### src/verilog/hbp_pkg.sv
// Purpose: Constants, types and helpers of the host parallel port.
// Assumes: One 125 MHz clock, byte addresses on the internal side.
// Notes: Operation
// Operation
// Software picks each control line polarity.
// Demux byte order follows the endianness pin.
// Indexed byte order follows host config bit.
// Direction plus strobe replaces read/write strobes.
// Direction low reads, high writes; polarities programmable.
// Host stays in one dword until complete.
// Host gives address with strobes, no latch.
// Read data driven while read strobe active.
// 16-bit write captured at trailing strobe edge.
// 8-bit mode uses only the low lanes.
// Host config reached lower part first.
// Index register written lower part first.
// Index upper byte ignored, reads zero.
// Data register reaches address in its index.
// Host repeats full accesses without reindexing.
// Some internal addresses accept single partials.
// Writes commit whole; reads latch on first.
package hbp_pkg;
   // Widths of pins and the internal side
   localparam int HW = 16;
   localparam int AW = 16;
   localparam int IW = 24;
   localparam int SAW = 4;
   localparam int PIN_W = 36;
   // Software port offsets
   localparam logic [3:0] SW_CFG = 4'h0;
   localparam logic [3:0] SW_STAT = 4'h4;
   // Process interface config fields and reset value
   localparam int CFG_RWMODE = 0;
   localparam int CFG_CSPOL = 1;
   localparam int CFG_RDPOL = 2;
   localparam int CFG_WRPOL = 3;
   localparam int CFG_STALLPOL = 4;
   localparam int CFG_BUS16 = 5;
   localparam int CFG_INDEXED = 6;
   localparam logic [31:0] CFG_RST = 32'h0000_002E;
   // Host port config, kept in the indexed window
   localparam int HCFG_BIG = 0;
   localparam logic [31:0] HCFG_RST = 32'h0000_0000;
   // Indexed window address bits
   localparam int A_CFG = 4;
   localparam int A_PAIR = 3;
   localparam int A_DATA = 2;
   localparam logic [3:0] MASK_NONE = 4'h0;
   localparam logic [3:0] MASK_FULL = 4'hF;
   // Internal addresses that accept a lone partial access
   localparam logic [IW-1:0] SINGLE_LO = 24'h00_0100;
   localparam logic [IW-1:0] SINGLE_HI = 24'h00_01FF;

   typedef enum logic {HBP_IDLE, HBP_FETCH} hbp_state_t;

   // Byte lane of a host byte offset under the chosen order
   function automatic logic [1:0] hbp_lane(input logic [1:0] off,
                                           input logic big);
      return big ? ~off : off;
   endfunction : hbp_lane

   // Exempt window test
   function automatic logic hbp_single(input logic [IW-1:0] a);
      return (a >= SINGLE_LO) && (a <= SINGLE_HI);
   endfunction : hbp_single
endpackage : hbp_pkg

### src/verilog/hbp_sync.sv
// Purpose: Two-stage synchroniser for the host pins.
// Assumes: Pins are quasi-static around each strobe edge.
// Notes: Stage one feeds stage two only.
`timescale 1ns/1ps
module hbp_sync #(parameter int W = 1) (
   // Clock and reset
   input wire logic sys_clk_in,
   input wire logic rst_in,
   // Pins in, synchronised out
   input wire logic [W-1:0] d_in,
   output logic [W-1:0] q_out
);
   logic [W-1:0] meta;

   // Double flop against metastability
   always_ff @(posedge sys_clk_in or posedge rst_in) begin
      if (rst_in) begin
         meta <= '0;
         q_out <= '0;
      end else begin
         meta <= d_in;
         q_out <= meta;
      end
   end
endmodule : hbp_sync

### src/verilog/hbp_merge.sv
// Purpose: Byte lane steering between host lanes and a dword.
// Assumes: Offset is the host byte offset inside the dword.
// Notes: Purely combinational.
`timescale 1ns/1ps
module hbp_merge (
   // Dword and host data
   input wire logic [31:0] src_in,
   input wire logic [hbp_pkg::HW-1:0] hdata_in,
   // Access shape
   input wire logic [1:0] off_in,
   input wire logic bus16_in,
   input wire logic big_in,
   // Results
   output logic [31:0] merged_out,
   output logic [3:0] mask_out,
   output logic [hbp_pkg::HW-1:0] rdata_out
);
   import hbp_pkg::*;
   logic [1:0] off0;
   logic [1:0] lane0;
   logic [1:0] lane1;

   // Lane choice; a 16-bit access is word aligned
   assign off0 = bus16_in ? {off_in[1], 1'b0} : off_in;
   assign lane0 = hbp_lane(off0, big_in);
   assign lane1 = hbp_lane({off_in[1], 1'b1}, big_in);

   // Steering; upper lanes unused in 8-bit mode
   always_comb begin
      merged_out = src_in;
      mask_out = MASK_NONE;
      merged_out[lane0*8 +: 8] = hdata_in[7:0];
      mask_out[lane0] = 1'b1;
      rdata_out = {8'h00, src_in[lane0*8 +: 8]};
      if (bus16_in) begin
         merged_out[lane1*8 +: 8] = hdata_in[15:8];
         mask_out[lane1] = 1'b1;
         rdata_out[15:8] = src_in[lane1*8 +: 8];
      end
   end
endmodule : hbp_merge

### src/verilog/hbp_port.sv
// Purpose: Demultiplexed and indexed host parallel port.
// Assumes: Internal read data stands within the cycle of the read pulse.
// Notes: Out of reset the port never stalls and the stall pin rests inactive; reset drives it low.
//
// Design decisions made here: the register addresses and the strobed register port.
`timescale 1ns/1ps
module hbp_port (
   // Clock and reset
   input wire logic sys_clk_in,
   input wire logic rst_in,
   // Host pins
   input wire logic host_cs_in,
   input wire logic host_rd_in,
   input wire logic host_wr_in,
   input wire logic host_end_in,
   input wire logic [hbp_pkg::AW-1:0] host_addr_in,
   input wire logic [hbp_pkg::HW-1:0] host_data_in,
   output logic [hbp_pkg::HW-1:0] host_data_out,
   output logic [1:0] host_data_oe_out,
   output logic host_wait_out,
   // Software register port
   input wire logic [hbp_pkg::SAW-1:0] sw_addr_in,
   input wire logic [31:0] sw_wdata_in,
   input wire logic sw_wr_in,
   input wire logic sw_rd_in,
   output logic [31:0] sw_rdata_out,
   // Internal access side
   output logic [hbp_pkg::IW-1:0] int_addr_out,
   output logic [31:0] int_wdata_out,
   output logic [3:0] int_be_out,
   output logic int_wr_out,
   output logic int_rd_out,
   input wire logic [31:0] int_rdata_in
);
   import hbp_pkg::*;

   logic [PIN_W-1:0] pin_s;
   logic [31:0] cfg;
   logic [31:0] hcfg;
   logic [31:0] rlatch;
   logic [31:0] wbuf;
   logic [IW-1:0] idx [2];
   logic [IW-1:0] cur_addr;
   logic [3:0] wmask;
   logic [3:0] rmask;
   logic rd_q;
   logic wr_q;
   logic [AW-1:0] acc_addr;
   logic [HW-1:0] acc_data;
   logic acc_end;
   hbp_state_t st;

   // Every pin is synchronised before any logic sees it
   hbp_sync #(.W(PIN_W)) u_sync (
      .sys_clk_in(sys_clk_in),
      .rst_in(rst_in),
      .d_in({host_cs_in, host_rd_in, host_wr_in, host_end_in,
             host_addr_in, host_data_in}),
      .q_out(pin_s)
   );

   // Pin fields
   wire cs_s = pin_s[35];
   wire dir_s = pin_s[34];
   wire stb_s = pin_s[33];
   wire end_s = pin_s[32];
   wire [AW-1:0] addr_s = pin_s[31:16];
   wire [HW-1:0] hd_s = pin_s[15:0];

   // Polarity and control scheme decode
   wire cs_a = cs_s ~^ cfg[CFG_CSPOL];
   wire rd_lvl = dir_s ~^ cfg[CFG_RDPOL];
   wire wr_lvl = stb_s ~^ cfg[CFG_WRPOL];
   wire rw_mode = cfg[CFG_RWMODE];
   wire rd_act = cs_a & (rw_mode ? (wr_lvl & ~rd_lvl) : rd_lvl);
   wire wr_act = cs_a & (rw_mode ? (wr_lvl & rd_lvl) : wr_lvl);
   wire rd_rise = rd_act & ~rd_q;
   wire wr_fall = wr_q & ~wr_act;
   wire indexed = cfg[CFG_INDEXED];
   wire bus16 = cfg[CFG_BUS16];
   wire cfg_wr = sw_wr_in && (sw_addr_in == SW_CFG);

   // Access decode; writes use what stood during the strobe
   wire [AW-1:0] ea = wr_fall ? acc_addr : addr_s;
   wire ee = wr_fall ? acc_end : end_s;
   wire pair = ea[A_PAIR];
   wire sel_cfg = indexed & ea[A_CFG];
   wire sel_idx = indexed & ~ea[A_CFG] & ~ea[A_DATA];
   wire sel_data = ~sel_cfg & ~sel_idx;
   wire big = indexed ? hcfg[HCFG_BIG] : ee;
   wire [IW-1:0] idx_sel = idx[pair];
   wire [IW-1:0] tgt = indexed ? {idx_sel[IW-1:2], 2'b00}
                               : {8'h00, ea[AW-1:2], 2'b00};
   wire same = (tgt == cur_addr);
   wire single = hbp_single(tgt);

   // Source dword of the steering network
   wire [31:0] msrc = (st == HBP_FETCH) ? int_rdata_in :
                      sel_cfg ? hcfg :
                      sel_idx ? {8'h00, idx_sel} :
                      wr_fall ? wbuf : rlatch;
   wire [31:0] m_word;
   wire [3:0] m_mask;
   wire [HW-1:0] m_half;

   hbp_merge u_merge (
      .src_in(msrc),
      .hdata_in(acc_data),
      .off_in(ea[1:0]),
      .bus16_in(bus16),
      .big_in(big),
      .merged_out(m_word),
      .mask_out(m_mask),
      .rdata_out(m_half)
   );

   // Part tracking of the current dword
   wire [3:0] wnew = (same ? wmask : MASK_NONE) | m_mask;
   wire wdone = (wnew == MASK_FULL) | single;
   wire rhit = same & (rmask != MASK_NONE);
   wire [3:0] rnew = (rhit ? rmask : MASK_NONE) | m_mask;
   wire rdone = (rnew == MASK_FULL) | single;
   wire [31:0] stat = {23'h00_0000, st == HBP_FETCH, rmask, wmask};

   // Strobe history and values captured while the write strobe stands
   always_ff @(posedge sys_clk_in or posedge rst_in) begin
      if (rst_in) begin
         rd_q <= 1'b0;
         wr_q <= 1'b0;
         acc_addr <= '0;
         acc_data <= '0;
         acc_end <= 1'b0;
      end else begin
         rd_q <= rd_act;
         wr_q <= wr_act;
         if (wr_act) begin
            acc_addr <= addr_s;
            acc_data <= hd_s;
            acc_end <= end_s;
         end
      end
   end

   // Software port: config write, one-cycle read answer
   always_ff @(posedge sys_clk_in or posedge rst_in) begin
      if (rst_in) begin
         cfg <= CFG_RST;
         sw_rdata_out <= '0;
      end else begin
         if (cfg_wr) begin
            cfg <= sw_wdata_in;
         end
         sw_rdata_out <= !sw_rd_in ? 32'h0000_0000 :
                         (sw_addr_in == SW_CFG) ? cfg :
                         (sw_addr_in == SW_STAT) ? stat : 32'h0000_0000;
      end
   end

   // Pin drive; the stall line shows the configured idle level one cycle later; reset drives it low
   always_ff @(posedge sys_clk_in or posedge rst_in) begin
      if (rst_in) begin
         host_data_oe_out <= 2'b00;
         host_wait_out <= 1'b0;
      end else begin
         host_data_oe_out <= rd_act ? {bus16, 1'b1} : 2'b00;
         host_wait_out <= ~cfg[CFG_STALLPOL];
      end
   end

   // Writes to the host config and index registers
   always_ff @(posedge sys_clk_in or posedge rst_in) begin
      if (rst_in) begin
         hcfg <= HCFG_RST;
         idx[0] <= '0;
         idx[1] <= '0;
      end else if (wr_fall && sel_cfg) begin
         hcfg <= m_word;
      end else if (wr_fall && sel_idx) begin
         idx[pair] <= m_word[IW-1:0];
      end
   end

   // Data path: write assembly, read fetch and latch.
   // A write to the dword drops the read latch, so a later read
   // never returns data older than the host's last whole write; parts still held in wbuf are not in it.
   always_ff @(posedge sys_clk_in or posedge rst_in) begin
      if (rst_in) begin
         st <= HBP_IDLE;
         cur_addr <= '0;
         wmask <= MASK_NONE;
         rmask <= MASK_NONE;
         wbuf <= '0;
         rlatch <= '0;
         host_data_out <= '0;
         int_addr_out <= '0;
         int_wdata_out <= '0;
         int_be_out <= MASK_NONE;
         int_wr_out <= 1'b0;
         int_rd_out <= 1'b0;
      end else begin
         int_wr_out <= 1'b0;
         int_rd_out <= 1'b0;
         if (st == HBP_FETCH) begin
            rlatch <= int_rdata_in;
            host_data_out <= m_half;
            rmask <= rdone ? MASK_NONE : rnew;
            st <= HBP_IDLE;
         end else if (wr_fall && sel_data) begin
            cur_addr <= tgt;
            rmask <= MASK_NONE;
            if (wdone) begin
               int_wr_out <= 1'b1;
               int_addr_out <= tgt;
               int_wdata_out <= m_word;
               int_be_out <= wnew;
               wmask <= MASK_NONE;
            end else begin
               wbuf <= m_word;
               wmask <= wnew;
            end
         end else if (rd_rise && sel_data && !rhit) begin
            int_rd_out <= 1'b1;
            int_addr_out <= tgt;
            cur_addr <= tgt;
            rmask <= MASK_NONE;
            st <= HBP_FETCH;
         end else if (rd_rise) begin
            host_data_out <= m_half;
            if (sel_data) begin
               rmask <= rdone ? MASK_NONE : rnew;
            end
         end
         // A width change must not leave old upper lanes showing
         if (cfg_wr) begin
            host_data_out <= '0;
         end
      end
   end
endmodule : hbp_port

### config.mk
export PLATFORM = sky130hd
export DESIGN_NAME = hbp_port
export DESIGN_NICKNAME = d
export VERILOG_FILES = /design/src/verilog/hbp_pkg.sv /design/src/verilog/hbp_sync.sv /design/src/verilog/hbp_merge.sv /design/src/verilog/hbp_port.sv
export SDC_FILE = /design/constraint.sdc
export NUM_CORES = 1
export LEC_CHECK = 0
export BUFFER_PORTS_ARGS = -buffer_cell sky130_fd_sc_hd__buf_2
export CORE_ASPECT_RATIO = 2
export CORE_MARGIN = 5
export CORE_UTILIZATION = 37
export DETAILED_ROUTE_END_ITERATION = 8
export GPL_TIMING_DRIVEN = 0
export PLACE_DENSITY = 0.59
export SYNTH_ARGS = -nofsm -noshare
export SYNTH_HDL_FRONTEND = slang
export SYNTH_SLANG_ARGS = --single-unit
### constraint.sdc
create_clock -name sys_clk_in -period 11.9 [get_ports sys_clk_in]
set_input_delay 0.595 -clock sys_clk_in [delete_from_list [all_inputs] [get_ports sys_clk_in]]
set_output_delay 0.595 -clock sys_clk_in [all_outputs]
set_load 0.1 [all_outputs]
# Word-level counts from Yosys, hierarchy flattened
# Index checks and enable logic that the tools add are counted.
# word_totals
inputBits	108
word_cells	162
rom_bits	0
latch_bits	0
ram_bits	0
register_bits	428
mem_count	0
output_inout_bits	113
# classes
order_cmp	8
n_mul	0
div_mod_pow	0
n_mux	56
shift	6
reduce_logical	25
eq_ne	7
bitwise	33
n_addsub	2
# ops
cell	count
$mux W32	7
$mux W24	9
$mux W16	6
$neg A5 Y34	2
$shift A8 B34 Y32 const A	2
$shiftx A8 B34 Y32	2
$bwmux W32	2
$shiftx A32 B6 Y8	2
$bwmux W48	1
$mux W4	10
$demux W24 S1	1
$eq A24 B24 Y1	1
$ge A24 B9 Y1 const B	1
$le A24 B9 Y1 const B	1
$mux W1	13
$or A4 B4 Y4	3
$reduce_and A3 Y1	4
$reduce_bool A4 Y1	3
$and A1 B1 Y1	11
$not A1 Y1	11
$logic_and A1 B1 Y1	10
$mux W9	1
$eq A4 B4 Y1 const B	2
$mux W8	1
18 further kinds	31

# Depth between registers and ports, before layout
# depth
depth_word	25
mapped_depth	20
mapped_depth_nobuf	15

# By module
# A second synthesis with hierarchy kept.
# unflattened
cells_unflattened	1607
area_unflattened_um2	18919.4
# by_module_without_submodules
mod	n_inst	area_each_um2	seq_area_each_um2	cells_each
hbp_port	1	15553.7	8788.4	1363
hbp_sync	1	1805.5	1801.7	73
hbp_merge	1	1560.2	0.0	171

# Worst setup path before layout
# No wires, ideal clock.
# synth_timing
path_type	register to register
from	register cfg[2]
to	register int_addr_out[10] (netlist name)
path_stages_with_launch	20
setup_ns	0.125
path_slack_ns	6.660
arrival_time_ns	5.114
period_less_slack_ns	5.240
n_path_buf	4
required_time_ns	11.775
path_cell_list	dfstp_2 -> xor2_1 -> a211o_4 -> inv_4 -> buf_2 -> nor2_1 -> clkbuf_1 -> mux2i_1 -> inv_1 -> ha_1 -> inv_1 -> clkbuf_1 -> ha_1 -> a21oi_1 -> nor4_1 -> a31oi_1 -> nor2_2 -> o41ai_4 -> buf_6 -> mux2_4
# synth_between
elab_chain_len	21
# synth_lines
element	line_no	text
start, declared	hbp_port.sv:38	logic [31:0] cfg;
start signal, assigned	hbp_port.sv:151	cfg <= sw_wdata_in;
$xnor A1 B1 Y1 (*)	hbp_port.sv:72	wire rd_lvl = dir_s ~^ cfg[CFG_RDPOL];
$and A1 B1 Y1	hbp_port.sv:76	wire wr_act = cs_a & (rw_mode ? (wr_lvl & rd_lvl) : wr_lvl);
$mux W1	hbp_port.sv:76	
$and A1 B1 Y1	hbp_port.sv:76	
$not A1 Y1	hbp_port.sv:78	wire wr_fall = wr_q & ~wr_act;
$and A1 B1 Y1	hbp_port.sv:78	
$mux W16	hbp_port.sv:84	wire [AW-1:0] ea = wr_fall ? acc_addr : addr_s;
$mux W1	hbp_merge.sv:24	assign off0 = bus16_in ? {off_in[1], 1'b0} : off_in;
(+5 left out)	-	
$demux W1 S2	-	
$or A4 B4 Y4 (no source line)	-	
$mux W4	hbp_merge.sv:35	if (bus16_in) begin
$or A4 B4 Y4	hbp_port.sv:118	wire [3:0] wnew = (same ? wmask : MASK_NONE) | m_mask;
$eq A4 B4 Y1	hbp_port.sv:119	wire wdone = (wnew == MASK_FULL) | single;
$or A1 B1 Y1	hbp_port.sv:119	
$ne A2 B2 Y1 (no source line)	-	
$reduce_and A3 Y1 (no source line)	-	
end signal, assigned	hbp_port.sv:213	int_addr_out <= tgt;
end signal, assigned	hbp_port.sv:223	int_addr_out <= tgt;
end, declared	hbp_port.sv:28	output logic [hbp_pkg::IW-1:0] int_addr_out,
# Mark *: on every way between the ends. The rest lies on a longest branch, timed or not. The select of a mux whose other input is x is not followed.
# A chain may end at the register's enable or synchronous reset.

# Worst setup path after layout
# layout_timing
from	register cfg[3]
to	register hcfg[16]
# layout_between
elab_chain_len	17
# layout_lines
element	line_no	text
$xnor A1 B1 Y1 (*)	hbp_port.sv:73	wire wr_lvl = stb_s ~^ cfg[CFG_WRPOL];
$and A1 B1 Y1	hbp_port.sv:76	
$mux W1 (*)	hbp_port.sv:76	
$and A1 B1 Y1 (*)	hbp_port.sv:76	
$not A1 Y1 (*)	hbp_port.sv:78	
$and A1 B1 Y1 (*)	hbp_port.sv:78	
parallel branches: the longest is 11 deep, another holds $neg A5 Y34	-	
end signal, assigned	hbp_port.sv:177	hcfg <= m_word;
end, declared	hbp_port.sv:39	logic [31:0] hcfg;
# Mark *: on every way between the ends. The select of a mux whose other input is x is not followed.

==> results.json <==
{
  "cts_resized": 0,
  "fin_nets": 2210,
  "path_class": "reg -> reg",
  "synthCells": 1793,
  "synth_edf_count": 0,
  "syn_avg_cell_area_um2": 10.5,
  "diodes": 0,
  "layout_min_cycle_time_ns": 6.96,
  "cts_buffers": 41,
  "start_util_pct": 37.4,
  "die_area_um2": 55600,
  "fmax_mhz": 144,
  "setup_ws_ns": 4.94,
  "grt.total_usage_pct": 24.2,
  "die_w_um": 169,
  "num_rows": 116,
  "coreArea_um2": 50200,
  "grt_pass1_vias": 15517,
  "worstMarginPinSlew_ns": 1.46,
  "grt_pass1_wl_um": 101000,
  "synth-seq-area-share_pct": 56.4,
  "wl_met2_um": 34300,
  "drt_wl_total_um": 68100,
  "drc": 0,
  "power.leakage_uw": 0.0110,
  "vias": 15124,
  "dp.cells": 2692,
  "cts_sinks": 423,
  "ir_drop_uv": 153,
  "antenna_left": 0,
  "dr.pass1.iters": 7,
  "max_cap_viol_count": 0,
  "power.switching_uw": 3020,
  "vias_per_cell": 5.47,
  "cp-startpoint": "cfg[3]",
  "rsz0062_at_grt": "no",
  "cts_buffer_depth": 3,
  "place_ws_ns": 4.98,
  "wl_met1_um": 23900,
  "startpoint_type": "flop",
  "p_int_uw": 3480,
  "netlist_top_cells_count": "nand2_1, dfrtp_1, o21ai_0",
  "min_period_over_period_pct": 58.5,
  "ys_types": 76,
  "grt_max_degree": 45,
  "final_layout_size_suffix_gt1_share_pct": 20.1,
  "power_frac_clock_pct": 20.0,
  "wl_met3_um": 3750,
  "clkTransAtPathRegs_ns": 0.06,
  "async_flop_share_pct": 100,
  "synthToLayoutAreaGrowth_pct": 19.1,
  "finalSetupTns_ns": 0,
  "ys_warn_count": 0,
  "worstHoldPathType": "in -> reg",
  "synth_top_area_share_pct": 55.9,
  "power_frac_seq_pct": 33.9,
  "slew_violations": 0,
  "p_per_area_nw_per_um2": 291,
  "highest_layer": "met4",
  "worstSetupEndpointType": "flop",
  "worstPathRequired_ns": 12.36,
  "worstReg2RegStart": "cfg[3]",
  "dp_hpwl_um": 53200,
  "synth_area_leaders": "dfrtp_1, nand2_1, mux2i_1",
  "synth_area_um2": 18800,
  "yosysMostFrequentCell": "nand2_1",
  "fillers": 4889,
  "final_cell_count_no_fill": 2766,
  "critical_path.max_fanout": 13,
  "io_pins": 221,
  "setup_viol": 0,
  "root_buffer": "clkbuf_16",
  "final-hold-violation-count": 0,
  "synth_area_leader_cell": "dfrtp_1",
  "wl_per_cell_um": 24.6,
  "drtIter0Drc": 1460,
  "arrival_ns": 7.43,
  "insertion_delay_ns": 0.57,
  "synth.ff_latch_count": 423,
  "outcome": "completed",
  "swShare_pct": 46.4,
  "antenna_found_initial": 0,
  "relSlewSlack_pct": 2.73,
  "dieHeight_um": 328,
  "ys.flop_type": "dfrtp_1",
  "grt_remaining_overflow": 0,
  "comb_power_share_pct": 46.1,
  "clock_skew_ns": 0.0218,
  "min_from": "host_data_in[15]",
  "ctsHtreeMaxLevel": 2,
  "final_core_util_pct": 44.5,
  "port_buffers": 218,
  "gp_congestion": 0.989,
  "cts_tree": "built"
}
==> power by group through the flow <==
stage | combinational, uW | sequential, uW | clock, uW
4_1_cts | 2990 | 2190 | 1330
6_report | 3000 | 2200 | 1300
2_1_floorplan | 1460 | 2590 | 0
3_5_place_dp | 2970 | 2220 | 0
3_3_place_gp | 2870 | 2210 | 0
5_1_grt | 3150 | 2240 | 1380
==> per-layer routing <==
metal / vias up / track usage (%)
li1: 6796 / -
met3: 222 / 3.26
met1: 7401 / 26.9
met5: - / 0
met4: 0 / 17.9
met2: 705 / 41.8
==> worst max-delay path: stages (launching register included) <==
cell and delay [ns]:
dfstp_2 0.56, xor2_1 0.28, a211o_4 0.22, inv_4 0.07, buf_2 0.21, nor2_1 0.46
clkbuf_1 0.49, mux2i_1 0.74, inv_1 0.21, ha_1 0.48, inv_1 0.14, clkbuf_1 0.68
ha_1 0.30, nor2b_1 0.21, nand2_1 0.07, a211oi_1 0.79, a222oi_1 0.45, buf_2 0.29
o21ai_0 0.20
==> layout make-up <==
cell class / instances / area [um2] / share of cell area [%]
Inverter: 79 / 303 / 1.36
Clock inverter: 8 / 53.8 / 0.241
Multi-Input combinational cell: 1183 / 7330 / 32.8
Buffer: 109 / 546 / 2.44
Sequential cell: 423 / 10600 / 47.4
Timing Repair Buffer: 250 / 1450 / 6.47
Clock buffer: 65 / 1260 / 5.63
Tap cell: 649 / 812 / 3.63
==> kinds of logic (layout without fill, tap and decap cells) <==
logic type | Yosys count | count (layout) | synth area share, %
AOI/OAI and AO/OA | 397 | 397 | 13.7
xor gates and xnor gates | 15 | 15 | 0.780
adders and majority gates | 15 | 15 | 1.00
buffers and inverters | 188 | 511 | 4.50
DFF | 423 | 423 | 56.4
muxes | 169 | 169 | 10.5
other | 1 | 2 | 0.0200
and+or+nand+nor | 585 | 585 | 13.0
==> flip-flops by register name (all words and copies together) (netlist names) <==
| signal | count |
|---|---|
| int_be_out | 4 |
| acc_data | 16 |
| host_data_oe_out | 2 |
| int_addr_out | 22 |
| cfg | 32 |
| rmask | 4 |
| acc_addr | 16 |
| st | 1 |
| sw_rdata_out | 32 |
| u_sync.meta | 36 |
| rlatch | 32 |
| wmask | 4 |
| hcfg | 32 |
| wr_q | 1 |
| int_wdata_out | 32 |
| host_data_out | 16 |
| idx | 48 |
| u_sync.q_out | 36 |
| wbuf | 32 |
| acc_end | 1 |
| int_wr_out | 1 |
| cur_addr | 22 |
| host_wait_out | 1 |
==> metrics by stage <==
step                hold WS, ns  cell area (um2)  total power (uW)
finish                    0.132            22300              6500
detailed placement        0.335            21000              5190
global placement          0.334            20700              5080
floorplan                 0.331            18800              4050
CTS                       0.104            22300              6510
global route              0.116            22300              6770
==> worst paths after layout <==
path | to | slack [ns] | cells past startpoint
max | hcfg[16] | 4.94 | 18
min | u_sync.meta[15] | 0.13 | 1
max reg2reg | hcfg[16] | 4.94 | 18
min reg2reg | u_sync.q_out[11] | 0.35 | 0
max in group asynchronous | cfg[1] | 9.66 | 8
min in group asynchronous | int_wdata_out[21] | 0.53 | 3
==> what timing repair did <==
item                                    CTS  global route
endpoints found under the hold margin     7             0
endpoints found under the setup margin    0             0
setup buffers                             0             0
hold buffers                              1             0
==> layout by cell type, fill, tap and decap left out, drive strengths merged, types with 8 or more instances in the layout <==
| cell | n |
|---|---|
| and2 | 25 |
| ha | 15 |
| and3 | 11 |
| mux2i | 95 |
| nand3 | 20 |
| a221oi | 19 |
| mux4 | 10 |
| nand2 | 423 |
| nor4 | 11 |
| a31oi | 9 |
| a21oi | 65 |
| inv | 81 |
| buf | 280 |
| xor2 | 8 |
| dfrtp | 419 |
| clkbuf | 143 |
| mux2 | 64 |
| a222oi | 25 |
| a22oi | 10 |
| a211oi | 27 |
| o21ai | 177 |
| nor2 | 60 |
Power figures use the tool's default switching activity.
